`src/motion_tap_orient_regs.svh`:
```
`ifndef MOTION_TAP_ORIENT_REGS_SVH
`define MOTION_TAP_ORIENT_REGS_SVH
// register indices; byte address is four times the index
`define REG_STATUS 8'h09
`define REG_DETAIL 8'h0B
`define REG_ORIENT 8'h0C
`define REG_FEAT 8'h16
`define REG_TTIME 8'h2A
`define REG_TTHR 8'h2B
`define REG_OCFG 8'h2C
// status bits
`define ST_MOT 2
`define ST_DTAP 4
`define ST_STAP 5
`define ST_ORI 6
// detail bits
`define DT_MFIRST 0
`define DT_MSIGN 3
`define DT_TFIRST 4
`define DT_TSIGN 7
// feature enable bits
`define FE_DTAP 4
`define FE_STAP 5
`define FE_ORI 6
// knock timing / threshold / orientation fields
`define TT_DUR 0
`define TT_SHOCK 6
`define TT_QUIET 7
`define TH_LVL 0
`define TH_SAMP 6
`define OC_MODE 0
`define OC_HYST 4
// reset values
`define RST_FEAT 8'h00
`define RST_TTIME 8'h00
`define RST_TTHR 8'h0A
`define RST_OCFG 8'h10
// time base
`define CLK_KHZ 40000
`define TICK_US 500
`define TICK_CYC (`CLK_KHZ * `TICK_US / 1000)
`define MS2TK(m) ((m) * 1000 / `TICK_US)
`define SHOCK0_MS 50
`define SHOCK1_MS 75
`define QUIET0_MS 30
`define QUIET1_MS 20
`define CLR_TIME_US 12500
`define CLR_TK (`CLR_TIME_US / `TICK_US)
`define DUR0_MS 50
`define DUR1_MS 100
`define DUR2_MS 150
`define DUR3_MS 200
`define DUR4_MS 250
`define DUR5_MS 375
`define DUR6_MS 500
`define DUR7_MS 700
`endif

```
`src/motion_tap_orient_pkg.sv`:
```
package motion_tap_orient_pkg;
  typedef struct packed {
    logic vld;
    logic signed [13:0] ax;
    logic signed [13:0] ay;
    logic signed [13:0] az;
    logic signed [13:0] sx;
    logic signed [13:0] sy;
    logic signed [13:0] sz;
  } sample_t;
  typedef struct packed {
    logic act;
    logic [1:0] axis;
    logic neg;
  } motion_t;
  typedef enum logic [2:0] {
    T_IDLE, T_SHOCK, T_QUIET, T_GAP, T_SHOCK2, T_QUIET2
  } tap_st_t;
endpackage : motion_tap_orient_pkg

```
`src/motion_tap_orient_engine.sv`:
```
// Summary of operation
// - motion event marks exactly one first axis
// - motion sign held until next trigger
// - knock when any axis slope exceeds threshold
// - single/double knock enable bits and status
// - threshold LSB 62.5mg at 2g, scales with range
// - shock/quiet both kinds, gap double only
// - slopes ignored during shock window
// - slope during quiet cancels pending event
// - single after shock+quiet, clears 12.5 ms later
// - double on second event within gap
// - shock bit: 50 ms or 75 ms
// - quiet bit: 30 ms or 20 ms
// - gap code maps 50 to 700 ms
// - first knock sign kept after clear
// - one-hot knock axis, cleared with status
// - low power evaluates 2/4/8/16 samples
// - mode field selects orientation classification
// - symmetrical quadrant conditions with hysteresis
// - high-asymmetrical doubles abs x
// - orientation code kept while sleeping
// - low-asymmetrical halves abs x
// - hysteresis LSB 62.5 mg in every range
// - code top bit is z sign
// - orientation interrupt on code change
`include "motion_tap_orient_regs.svh"
module motion_tap_orient_engine #(
  parameter int TICK_CYC = `TICK_CYC
) (
  input wire logic i_clk,
  input wire logic i_arst_n,
  input wire logic [9:0] i_avs_address,
  input wire logic i_avs_read,
  input wire logic i_avs_write,
  input wire logic [31:0] i_avs_writedata,
  input wire logic [3:0] i_avs_byteenable,
  output logic [31:0] o_avs_readdata,
  output logic o_avs_waitrequest,
  input wire motion_tap_orient_pkg::sample_t i_smp,
  input wire motion_tap_orient_pkg::motion_t i_mot,
  input wire logic [1:0] i_range,
  input wire logic i_lp_mode,
  input wire logic i_wake,
  output logic o_motion_int,
  output logic o_stap_int,
  output logic o_dtap_int,
  output logic o_orient_int
);
  import motion_tap_orient_pkg::*;

  logic wait_r;
  logic [7:0] feat_r;
  logic [7:0] ttime_r;
  logic [7:0] tthr_r;
  logic [7:0] ocfg_r;
  logic [14:0] tick_cnt_r;
  logic tick_r;
  tap_st_t st_r;
  tap_st_t st_nxt;
  logic [10:0] win_r;
  logic [2:0] pend_axis_r;
  logic pend_neg_r;
  logic [2:0] tfirst_r;
  logic tsign_r;
  logic stap_r;
  logic dtap_r;
  logic [4:0] stmr_r;
  logic [4:0] dtmr_r;
  logic mot_r;
  logic [2:0] mfirst_r;
  logic msign_r;
  logic [2:0] ori_r;
  logic ori_int_r;
  logic [4:0] samp_cnt_r;
  logic win_clr;
  logic s_fire;
  logic d_fire;
  logic cap;

  // bus decode
  wire [7:0] idx = i_avs_address[9:2];
  wire go = (i_avs_read | i_avs_write) & ~wait_r;
  wire wr_go = go & i_avs_write & i_avs_byteenable[0];
  wire [7:0] wd = i_avs_writedata[7:0];
  wire [7:0] stat = 8'(({7'h00, mot_r} << `ST_MOT)
    | ({7'h00, dtap_r} << `ST_DTAP) | ({7'h00, stap_r} << `ST_STAP)
    | ({7'h00, ori_int_r} << `ST_ORI));
  wire [7:0] detail = {tsign_r, tfirst_r, msign_r, mfirst_r};
  wire [7:0] rmux =
    (idx == `REG_STATUS) ? stat :
    (idx == `REG_DETAIL) ? detail :
    (idx == `REG_ORIENT) ? {5'h00, ori_r} :
    (idx == `REG_FEAT) ? feat_r :
    (idx == `REG_TTIME) ? ttime_r :
    (idx == `REG_TTHR) ? tthr_r :
    (idx == `REG_OCFG) ? ocfg_r : 8'h00;

  // answer one cycle after the request is seen, then rearm
  always_ff @(posedge i_clk or negedge i_arst_n)
  begin
    if (!i_arst_n)
    begin
      wait_r <= 1'b1;
      o_avs_readdata <= 32'h0;
    end
    else
    begin
      wait_r <= ~((i_avs_read | i_avs_write) & wait_r);
      if ((i_avs_read | i_avs_write) & wait_r)
        o_avs_readdata <= {24'h000000, rmux};
    end
  end
  assign o_avs_waitrequest = wait_r;

  always_ff @(posedge i_clk or negedge i_arst_n)
  begin
    if (!i_arst_n)
    begin
      feat_r <= `RST_FEAT;
      ttime_r <= `RST_TTIME;
      tthr_r <= `RST_TTHR;
      ocfg_r <= `RST_OCFG;
    end
    else if (wr_go)
    begin
      if (idx == `REG_FEAT)
        feat_r <= wd;
      if (idx == `REG_TTIME)
        ttime_r <= wd;
      if (idx == `REG_TTHR)
        tthr_r <= wd;
      if (idx == `REG_OCFG)
        ocfg_r <= wd;
    end
  end

  // fixed time base, independent of filter bandwidth
  always_ff @(posedge i_clk or negedge i_arst_n)
  begin
    if (!i_arst_n)
    begin
      tick_cnt_r <= 15'h0;
      tick_r <= 1'b0;
    end
    else
    begin
      tick_r <= (tick_cnt_r == 15'(TICK_CYC - 1));
      if (tick_cnt_r == 15'(TICK_CYC - 1))
        tick_cnt_r <= 15'h0;
      else
        tick_cnt_r <= tick_cnt_r + 15'h1;
    end
  end

  wire s_en = feat_r[`FE_STAP];
  wire d_en = feat_r[`FE_DTAP];
  wire [10:0] shock_tk = ttime_r[`TT_SHOCK] ? 11'(`MS2TK(`SHOCK1_MS))
                                            : 11'(`MS2TK(`SHOCK0_MS));
  wire [10:0] quiet_tk = ttime_r[`TT_QUIET] ? 11'(`MS2TK(`QUIET1_MS))
                                            : 11'(`MS2TK(`QUIET0_MS));

  function automatic logic [10:0] dur_tk(input logic [2:0] c);
    case (c)
      3'h0: dur_tk = 11'(`MS2TK(`DUR0_MS));
      3'h1: dur_tk = 11'(`MS2TK(`DUR1_MS));
      3'h2: dur_tk = 11'(`MS2TK(`DUR2_MS));
      3'h3: dur_tk = 11'(`MS2TK(`DUR3_MS));
      3'h4: dur_tk = 11'(`MS2TK(`DUR4_MS));
      3'h5: dur_tk = 11'(`MS2TK(`DUR5_MS));
      3'h6: dur_tk = 11'(`MS2TK(`DUR6_MS));
      default: dur_tk = 11'(`MS2TK(`DUR7_MS));
    endcase
  endfunction : dur_tk
  wire [10:0] gap_tk = dur_tk(ttime_r[`TT_DUR +: 3]);

  // slope data counts scale with range just as the threshold LSB does,
  // so a fixed shift gives the programmed threshold in every range
  wire [12:0] thr = {tthr_r[`TH_LVL +: 5], 8'h00};
  wire signed [13:0] slp [3];
  wire [2:0] over;
  assign slp[0] = i_smp.sx;
  assign slp[1] = i_smp.sy;
  assign slp[2] = i_smp.sz;
  generate
    for (genvar g = 0; g < 3; g++)
    begin : g_axis
      wire [13:0] mag = slp[g][13] ? 14'(-slp[g]) : 14'(slp[g]);
      assign over[g] = mag > {1'b0, thr};
    end
  endgenerate

  // low power: only the first N samples after a wake-up count
  wire [4:0] samp_n = 5'(5'h02 << tthr_r[`TH_SAMP +: 2]);
  wire lp_ok = ~i_lp_mode | (samp_cnt_r < samp_n);
  wire hit = i_smp.vld & (|over) & lp_ok & (s_en | d_en);
  wire [2:0] hit_axis = over[0] ? 3'h1 : over[1] ? 3'h2 : 3'h4;
  wire hit_neg = over[0] ? slp[0][13] : over[1] ? slp[1][13] : slp[2][13];

  always_ff @(posedge i_clk or negedge i_arst_n)
  begin
    if (!i_arst_n)
      samp_cnt_r <= 5'h0;
    else if (i_wake)
      samp_cnt_r <= 5'h0;
    else if (i_smp.vld && samp_cnt_r != 5'h1F)
      samp_cnt_r <= samp_cnt_r + 5'h1;
  end

  always_comb
  begin
    st_nxt = st_r;
    win_clr = 1'b0;
    s_fire = 1'b0;
    d_fire = 1'b0;
    cap = 1'b0;
    case (st_r)
      T_IDLE:
        if (hit)
        begin
          st_nxt = T_SHOCK;
          win_clr = 1'b1;
          cap = 1'b1;
        end
      T_SHOCK, T_SHOCK2:
        if (win_r >= shock_tk)
        begin
          st_nxt = (st_r == T_SHOCK) ? T_QUIET : T_QUIET2;
          win_clr = 1'b1;
        end
      T_QUIET, T_QUIET2:
        if (hit)
          st_nxt = T_IDLE;
        else if (win_r >= quiet_tk)
        begin
          win_clr = 1'b1;
          if (st_r == T_QUIET)
          begin
            s_fire = 1'b1;
            st_nxt = d_en ? T_GAP : T_IDLE;
          end
          else
          begin
            d_fire = 1'b1;
            st_nxt = T_IDLE;
          end
        end
      T_GAP:
        if (hit)
        begin
          st_nxt = T_SHOCK2;
          win_clr = 1'b1;
        end
        else if (win_r >= gap_tk)
          st_nxt = T_IDLE;
      default:
        st_nxt = T_IDLE;
    endcase
    if (!(s_en | d_en))
      st_nxt = T_IDLE;
  end

  always_ff @(posedge i_clk or negedge i_arst_n)
  begin
    if (!i_arst_n)
    begin
      st_r <= T_IDLE;
      win_r <= 11'h0;
      pend_axis_r <= 3'h0;
      pend_neg_r <= 1'b0;
    end
    else
    begin
      st_r <= st_nxt;
      if (win_clr)
        win_r <= 11'h0;
      else if (tick_r && win_r != 11'h7FF)
        win_r <= win_r + 11'h1;
      if (cap)
      begin
        pend_axis_r <= hit_axis;
        pend_neg_r <= hit_neg;
      end
    end
  end

  wire s_raise = s_fire & s_en;
  wire d_raise = d_fire & d_en;
  wire s_exp = stap_r & tick_r & (stmr_r == 5'h1);
  wire d_exp = dtap_r & tick_r & (dtmr_r == 5'h1);

  // a new raise wins over an expiring timer in the same cycle
  always_ff @(posedge i_clk or negedge i_arst_n)
  begin
    if (!i_arst_n)
    begin
      stap_r <= 1'b0;
      dtap_r <= 1'b0;
      stmr_r <= 5'h0;
      dtmr_r <= 5'h0;
      tfirst_r <= 3'h0;
      tsign_r <= 1'b0;
    end
    else
    begin
      if (s_raise)
      begin
        stap_r <= 1'b1;
        stmr_r <= 5'(`CLR_TK);
      end
      else if (stap_r && tick_r)
      begin
        stmr_r <= stmr_r - 5'h1;
        if (s_exp)
          stap_r <= 1'b0;
      end
      if (d_raise)
      begin
        dtap_r <= 1'b1;
        dtmr_r <= 5'(`CLR_TK);
      end
      else if (dtap_r && tick_r)
      begin
        dtmr_r <= dtmr_r - 5'h1;
        if (d_exp)
          dtap_r <= 1'b0;
      end
      if (s_raise | d_raise)
      begin
        tfirst_r <= pend_axis_r;
        tsign_r <= pend_neg_r;
      end
      else if ((s_exp | ~stap_r) & (d_exp | ~dtap_r))
        tfirst_r <= 3'h0;
    end
  end

  // any-motion: level from the slope engine, axis and sign on the rise
  always_ff @(posedge i_clk or negedge i_arst_n)
  begin
    if (!i_arst_n)
    begin
      mot_r <= 1'b0;
      mfirst_r <= 3'h0;
      msign_r <= 1'b0;
    end
    else
    begin
      mot_r <= i_mot.act;
      if (i_mot.act && !mot_r)
      begin
        mfirst_r <= (i_mot.axis == 2'h0) ? 3'h1 :
                    (i_mot.axis == 2'h1) ? 3'h2 : 3'h4;
        msign_r <= i_mot.neg;
      end
    end
  end

  // orientation: hysteresis counts shrink as the data LSB grows
  wire [1:0] omode = ocfg_r[`OC_MODE +: 2];
  wire signed [17:0] hy =
    18'(({10'h000, ocfg_r[`OC_HYST +: 3], 8'h00}) >> i_range);
  wire signed [17:0] xs = 18'(i_smp.ax);
  wire signed [17:0] ys = 18'(i_smp.ay);
  wire signed [17:0] absx = xs[17] ? -xs : xs;
  wire signed [17:0] absy = ys[17] ? -ys : ys;
  wire signed [17:0] axs =
    (omode == 2'h1) ? (absx <<< 1) :
    (omode == 2'h2) ? (absx >>> 1) : absx;
  wire port = absy < axs - hy;
  wire land = absy >= axs + hy;
  wire [1:0] xy =
    (port && (xs - hy >= 0)) ? 2'h0 :
    (port && (xs + hy < 0)) ? 2'h1 :
    land ? {1'b1, ~ys[17]} : ori_r[1:0];
  wire [2:0] ori_nxt = {i_smp.az[13], xy};
  wire ori_chg = i_smp.vld & (ori_nxt != ori_r);

  // code moves only on samples, so it simply holds through sleep
  always_ff @(posedge i_clk or negedge i_arst_n)
  begin
    if (!i_arst_n)
    begin
      ori_r <= 3'h0;
      ori_int_r <= 1'b0;
    end
    else if (i_smp.vld)
    begin
      ori_r <= ori_nxt;
      ori_int_r <= ori_chg & feat_r[`FE_ORI];
    end
  end

  assign o_motion_int = mot_r;
  assign o_stap_int = stap_r;
  assign o_dtap_int = dtap_r;
  assign o_orient_int = ori_int_r;
endmodule : motion_tap_orient_engine

```
`config.mk`:
```
export PLATFORM = sky130hd
export DESIGN_NAME = motion_tap_orient_engine
export DESIGN_NICKNAME = d
export VERILOG_FILES = /design/src/motion_tap_orient_pkg.sv /design/src/motion_tap_orient_engine.sv
export VERILOG_INCLUDE_DIRS = /design/src
export SDC_FILE = /design/constraint.sdc
export NUM_CORES = 1
export LEC_CHECK = 0
export BUFFER_PORTS_ARGS = -buffer_cell sky130_fd_sc_hd__buf_2
export CAP_MARGIN = 40
export CELL_PAD_IN_SITES_DETAIL_PLACEMENT = 0
export CELL_PAD_IN_SITES_GLOBAL_PLACEMENT = 1
export CORE_ASPECT_RATIO = 1.25
export CORE_UTILIZATION = 40
export CTS_BUF_LIST = sky130_fd_sc_hd__clkbuf_2
export DETAILED_ROUTE_END_ITERATION = 6
export PLACE_DENSITY = 0.76
export SLEW_MARGIN = 20
export SYNTH_ARGS = -nofsm -noshare
export SYNTH_HDL_FRONTEND = slang
export SYNTH_SLANG_ARGS = --single-unit
```
`constraint.sdc`:
```
create_clock -name i_clk -period 14.5 [get_ports i_clk]
set_clock_uncertainty 0.2 [all_clocks]
set_input_delay 1.45 -clock i_clk [delete_from_list [all_inputs] [get_ports i_clk]]
set_output_delay 1.45 -clock i_clk [all_outputs]
set_load 0.005 [all_outputs]
```
==> metrics.txt, run 1 <==
status=finished, final reports clean; syn avg cell area=8.96 sq um; hold endpoint=tick_cnt_r[4]$_DFF_PN0_; crit path max fanout=6; I/O pin count=180; ys async rst share=100%; Met3 Wirelength=522 um; Synth cell types=77; synthesized instance count=1019; via-per-instance ratio=5.33; Vias=7537; port bufs=~110; reg2reg path depth=22; drt wl/cell=15.9 um; flop-to-flop setup slack=8.38 ns; PwrDens=59.7 nW/um^2; RSZ-0062 raised after global routing=false; Fin. Hold Viols=0; R2R Path End=ori_r[0]$_DFFE_PN0P_; DRT iter0 DRCs=309; Die Wd=between 100 and 150 um; commonest non-fill, non-tap cell in the layout=buf_2; fin util=44.8%; overall routed net length=~23000 um; hold path startpoint=tick_cnt_r[4]$_DFF_PN0_; htree depth=3; Worst EP required=between 10 and 15 ns; # rows=61; global route total overflow=0; Synth area leaders=dfrtp_1, ha_1, xnor2_1, mux2_2, nand2_1; worst r2r src=ocfg_r[1]$_DFFE_PN0P_; Placer Congestion=0.873; wire length on met1=approximately 10000 um; clock-pin transition on the worst setup and hold timing paths=around 0.28 ns; Root Driver=clkbuf_2; Setup WS pre-CTS=7.12 ns; Die ar.=23400 sq um; CP Launch Type=primary input; detailed placement HPWL=18200 um; CTS tree=built; Area growth syn-to-layout=9.70%; Post-Route Setup TNS=0 ns; post-CTS sizing=0; core box area=22400 sq um; share of layout cells above drive strength 1=a little under a fifth; area leader, netlist=dfrtp_1; Setup CP Type=primary input to flop; Crit. End Element=flop; number of synthesized flops with an enable pin=0; Antenna Violating Nets Remaining=0; Final period util=~48%; hold-fix buffers at CTS=0; vias in the first global route=7177; Hold Path Stages=1; Data arrival, critical path=slightly above 7 ns; post-route minimum period=6.92 ns; max-slew violation count=0; worst slew pin tran=0.903 ns; Seq cells post-synth=105; largest net degree at the start of global routing=62; Leak=4.75 nW; clock sink count=105; maximum capacitance violations=0; Cells after DPL=1394; fill count=2265; Seq/Total Area, Yosys=between 20% and 30%; CTS Buffer Depth=2; Worst slew margin=39.6%; CTS Buf Count=9; global-route wire length before repair=35700 um; initial antenna violation count=1; HP Class=flop to flop; post-CTS setup buffer count=0; wire length on met2=between 10000 and 15000 um; final setup vio count=0; drt drc=0; Syn. warnings=0; Primary FF master, synth=dfrtp_1; initial core utilization=about 41%; Final Non-Filler Cells=~1400; Die Ht=171 um; top routing layer in use=met4; gr usage total=19.5%; latest clock arrival within the worst-skew pair=around 0.56 ns; Worst VDD drop=approximately 0.000032 V; synthesized cell area=a little over 9000 sq um; Pre-Repair DR Iteration Count=5; share of the synthesized area in the top cell type=between 20% and 30%; FMAX=144 MHz; final worst setup slack=7.58 ns; highest-count cells in the layout ignoring fill and taps=buf_2, ha_1, dfrtp_1; Final #Nets=1371
-- routing by layer --
metal	up-vias	global-route usage (%)
li1	3814	-
met1	3595	24.6
met2	112	35.7
met3	16	1.78
met4	0	4.06
met5	-	0
-- report_power, final --
part           total [W]  switching (W)  internal [W]
clock network   0.000119      0.0000970     0.0000222
logic           0.000169      0.0000957     0.0000733
registers       0.000310     0.00000766      0.000303
total           0.000598       0.000200      0.000398
-- synth_stat cells, types with 8 or more instances --
cell type  count
xor2_1        29
o31ai_1       13
mux2i_1       31
mux2_2        38
a221oi_1       8
xnor2_1       52
or3_1          8
nor2_1        63
nor4_1        10
and2_1         9
a31oi_1        9
a21oi_1       44
nor3_1        12
nand2_1      100
or2_2          8
nor2_2        10
dfrtp_1      101
and3_1        12
o21ai_0       53
nand2b_1      12
o21a_1        11
nand3_1       25
a21o_1        16
nor2b_1       14
clkbuf_1      32
inv_1         49
buf_4         24
ha_1         103
nand4_1       16
-- worst max-delay path, stage by stage --
cell       delay, ns
buf_2           0.16
nor4_2          0.43
nand2_1         0.24
nand2_1         0.15
o2bb2ai_1       0.08
a211oi_1        0.42
mux2_2          0.27
ha_1            0.28
o21a_1          0.22
o21a_1          0.19
o21a_1          0.20
o21a_1          0.19
o21ai_0         0.27
and4b_1         0.39
nand2_1         0.10
xnor2_1         0.14
ha_1            0.27
nand4_1         0.09
or2_2           0.15
o2111ai_1       0.12
o32ai_1         0.79
nand2_1         0.15
and2_1          0.19
a221oi_1        0.26
-- state kept, by name, summed over array words and instances (netlist names), 8 cells and up --
name,count
tick_cnt_r,15
win_r,11
feat_r,8
o_avs_readdata,8
ocfg_r,8
tthr_r,8
ttime_r,8
-- area by class of cell --
class	instances	area, sq um	share of cell area [%]
Timing Repair Buffer	120	641	6.39
Inverter	49	184	1.84
Tap cell	283	354	3.53
Sequential cell	105	2630	26.3
Multi-Input combinational cell	839	6120	61.1
Clock inverter	6	35.0	0.350
Antenna cell	1	2.50	0.0250
Clock buffer	10	50.0	0.499
-- worst max-delay path by stage --
stage	end	cells past startpoint	slack, ns	startpoint
6_report	ori_r[0]$_DFFE_PN0P_	24	7.58	i_smp[75]
5_1_grt	ori_r[0]$_DFFE_PN0P_	26	7.13	i_smp[75]
4_1_cts	ori_r[0]$_DFFE_PN0P_	24	7.74	i_smp[75]
3_5_place_dp	ori_r[0]$_DFFE_PN0P_	24	7.12	i_smp[75]
3_3_place_gp	ori_r[0]$_DFFE_PN0P_	24	7.13	i_smp[75]
2_1_floorplan	ori_r[0]$_DFFE_PN0P_	26	8.27	i_smp[74]
-- stage by stage --
step	hold slack, ns	cell area, sq um	total power, W
after global placement	0.257	9880	0.000480
final	0.299	10000	0.000598
after detailed placement	0.266	9900	0.000482
after global routing	0.327	10000	0.000644
after floorplan	0.246	9260	0.000428
after CTS	0.300	9980	0.000604
-- logic make-up (layout without fill, tap and decap cells) --
| logic type | count (synthesis) | after routing | share of synthesized area [%] |
|---|---|---|---|
| AND/OR/NAND/NOR | 334 | 334 | 19.5 |
| AO/OA/AOI/OAI | 215 | 215 | 15.8 |
| buffers and inverters | 108 | 185 | 5.52 |
| flip-flops | 105 | 105 | 28.8 |
| adder cells (fa/ha/maj) | 104 | 104 | 14.3 |
| XOR/XNOR | 81 | 81 | 7.77 |
| multiplexers | 70 | 70 | 8.20 |
| other | 2 | 36 | 0.0822 |
No activity file was read; power rests on OpenSTA's default activity.
==> inputs of run 2 (changes only) <==
--- a/config.mk
+++ b/config.mk
@@ -6,15 +6,16 @@
 export SDC_FILE = /design/constraint.sdc
 export NUM_CORES = 1
 export LEC_CHECK = 0
+export ABC_AREA = 1
 export BUFFER_PORTS_ARGS = -buffer_cell sky130_fd_sc_hd__buf_2
 export CAP_MARGIN = 40
 export CELL_PAD_IN_SITES_DETAIL_PLACEMENT = 0
 export CELL_PAD_IN_SITES_GLOBAL_PLACEMENT = 1
 export CORE_ASPECT_RATIO = 1.25
-export CORE_UTILIZATION = 40
+export CORE_UTILIZATION = 37
 export CTS_BUF_LIST = sky130_fd_sc_hd__clkbuf_2
 export DETAILED_ROUTE_END_ITERATION = 6
-export PLACE_DENSITY = 0.76
+export PLACE_DENSITY = 0.78
 export SLEW_MARGIN = 20
 export SYNTH_ARGS = -nofsm -noshare
 export SYNTH_HDL_FRONTEND = slang
==> constraint.sdc (replaced) <==
create_clock -name i_clk -period 5.8 [get_ports i_clk]
set_clock_uncertainty 0.2 [all_clocks]
set_input_delay 0.58 -clock i_clk [delete_from_list [all_inputs] [get_ports i_clk]]
set_output_delay 0.58 -clock i_clk [all_outputs]
set_load 0.005 [all_outputs]
==> run 2 against run 1 <==
Effect of this change: sequential share of layout area is 1.0 points lower; largest power group unchanged; synthesized cell count is 28% higher; critical path type is now flop to flop; sequential power is 150% higher; die area is 9.4% higher; via count is 14% higher; synthesized area is 1.3% higher; core utilization is 2.2 points lower; final cell count is 26% higher; hold slack worse by 0.28 ns; wire length is 5.4% higher.
==> metrics.txt, run 2 <==
global-route wire length before repair=38500 um; Int Power=0.00102 W; Worst EP required=6.22 ns; maximum capacitance violations=0; syn avg cell area=7.12 sq um; slowest CP cell=dfrtp_1; Largest Register=tick_cnt_r; status=finished, final reports clean; crit path launch=ocfg_r[0]$_DFFE_PN0P_; PwrDens=around 160 nW/um^2; Sequential Power Share=around 48%; crit path max fanout=11; clock sink count=between 100 and 150; Fin. Hold Viols=0; share of layout cells above drive strength 1=12.8%; max reg flops=15; CTS Buf Count=9; NetSw=0.000601 W; Combinational Power Share=between 30% and 40%; reg2reg path depth=32; initial core utilization=37.8%; Pre-Repair DR Iteration Count=5; fill count=2615; Synth area leaders=dfrtp_1, ha_1, nand2_1, inv_1, o21ai_0; R2R Path End=o_orient_int$_DFFE_PN0P_; post-route minimum period=4.97 ns; final setup vio count=0; post-CTS sizing=0; Post-synth top cells=nand2_1, inv_1, nor2_1; FMAX=around 200 MHz; Synth cell types=53; HP Class=primary input to flop; CP max stage delay=0.45 ns; Seq/Total Area, Yosys=28.4%; synthesized instance count=1300; Syn. warnings=0; gr usage total=19.1%; port bufs=113; Sw Ratio=37.1%; drt drc=0; CTS Buffer Depth=2; Area growth syn-to-layout=12.7%; Die Ht=179 um; Post-Route Setup TNS=0 ns; Die Wd=143 um; Antenna Violating Nets Remaining=0; drt wl/cell=13.4 um; worst r2r src=ocfg_r[0]$_DFFE_PN0P_; Seq cells post-synth=105; Hold Path Stages=3; overall routed net length=23700 um; max-slew violation count=0; vias in the first global route=8250; commonest non-fill, non-tap cell in the layout=nand2_1; Vias=8583; share of the synthesized area in the top cell type=27.3%; area leader, netlist=dfrtp_1; worst setup path end=o_orient_int$_DFFE_PN0P_; Crit. End Element=flop; fin util=42.6%; Setup CP Type=flop to flop; global route total overflow=0; Final #Nets=roughly 1700; flop-to-flop setup slack=0.83 ns; number of synthesized flops with an enable pin=0; Largest regs=tick_cnt_r: 15 flops, win_r: 11 flops; largest net degree at the start of global routing=55; Final period util=85.8%; Primary FF master, synth=dfrtp_1; htree depth=3; latest clock arrival within the worst-skew pair=0.66 ns; Placer Congestion=about 0.88; I/O pin count=180; most frequent CP cell=nand2_1; Leak=5.44 nW; via-per-instance ratio=4.84; most frequent cell after synthesis=nand2_1; core box area=24500 sq um; ys async rst share=100%; Worst VDD drop=0.0000838 V; highest-count cells in the layout ignoring fill and taps=nand2_1, inv_1, nor2_1; RSZ-0062 raised after global routing=false; clock power share=22.3%; synthesized cell area=~9300 sq um; detailed placement HPWL=19900 um; Worst slew margin=a little under three fifths; Die ar.=25700 sq um; Root Driver=clkbuf_2; initial antenna violation count=1; DRT iter0 DRCs=301; Data arrival, critical path=~5.4 ns; clock-pin transition on the worst setup and hold timing paths=0.35 ns; # rows=64; CP Launch Type=flop; worst slew pin tran=roughly 0.66 ns; CTS tree=built
run 2: worst min-delay path by stage:
stage                                 start                 endpoint
floorplan                          i_arst_n    dtmr_r[0]$_DFFE_PN0P_
global placement    tick_cnt_r[0]$_DFF_PN0_  tick_cnt_r[0]$_DFF_PN0_
detailed placement  tick_cnt_r[0]$_DFF_PN0_  tick_cnt_r[0]$_DFF_PN0_
CTS                      i_avs_writedata[3]    tthr_r[3]$_DFFE_PN1P_
global route             i_avs_writedata[3]    tthr_r[3]$_DFFE_PN1P_
finish                   i_avs_writedata[3]    tthr_r[3]$_DFFE_PN1P_
run 2: cells by family after synthesis:
logic type / Yosys count / synth area share (%)
flip-flops: 105 / 28.4
AO/OA/AOI/OAI: 218 / 13.4
buffers and inverters: 242 / 11.0
other: 2 / 0.0811
adder cells (fa/ha/maj): 104 / 14.1
XOR/XNOR: 66 / 6.25
AND/OR/NAND/NOR: 563 / 26.7
run 2: area by class of cell:
type | instances | area [sq um] | share of cell area [%]
Multi-Input combinational cell | 986 | 5730 | 54.9
Sequential cell | 105 | 2630 | 25.2
Inverter | 206 | 774 | 7.42
Timing Repair Buffer | 131 | 753 | 7.22
Tap cell | 330 | 413 | 3.96
Clock inverter | 7 | 83.8 | 0.803
Clock buffer | 9 | 45.0 | 0.432
Antenna cell | 1 | 2.50 | 0.0240
run 2: per-stage QoR:
step / hold WS (ns) / instance area [sq um] / total power [W] / setup WS, ns / instances
6_report: 0.0197 / 10400 / 0.00162 / 0.825 / 1775
5_1_grt: 0.0254 / 10400 / 0.00174 / 0.336 / 1775
4_1_cts: 0.00612 / 10400 / 0.00164 / 0.807 / 1773
3_5_place_dp: 0.263 / 10200 / 0.00127 / 0.224 / 1746
3_3_place_gp: 0.251 / 10200 / 0.00126 / 0.293 / 1745
2_1_floorplan: 0.0844 / 9380 / 0.00111 / 1.03 / 1333
run 2: power by group through the flow:
stage	logic (W)	registers [W]	clock network, W
2_1_floorplan	0.000336	0.000778	0
3_3_place_gp	0.000475	0.000781	0
3_5_place_dp	0.000484	0.000781	0
4_1_cts	0.000494	0.000770	0.000376
5_1_grt	0.000565	0.000774	0.000403
6_report	0.000490	0.000770	0.000361
run 2: critical path, delay by kind of cell, from the launching register on:
kind | cells | cell delay, ns
and+or+nand+nor | 18 | 1.76
AOI/OAI and AO/OA | 8 | 1.43
adders and majority gates | 2 | 0.64
DFF | 1 | 0.45
buffers and inverters | 3 | 0.34
xor gates and xnor gates | 1 | 0.16
run 2: repair_timing:
action | 4_1_cts | 5_1_grt
setup buffers | 0 | 0
hold buffers | 11 | 1
endpoints found under the hold margin | 54 | 1
run 2: per-layer routing:
metal | track usage [%] | up-vias | wire (um)
met5 | 0 | - | 0
met4 | 6.52 | 0 | 623
met3 | 1.84 | 37 | 546
met2 | 37.2 | 139 | 12600
met1 | 21.3 | 3940 | 10000
li1 | - | 4467 | -
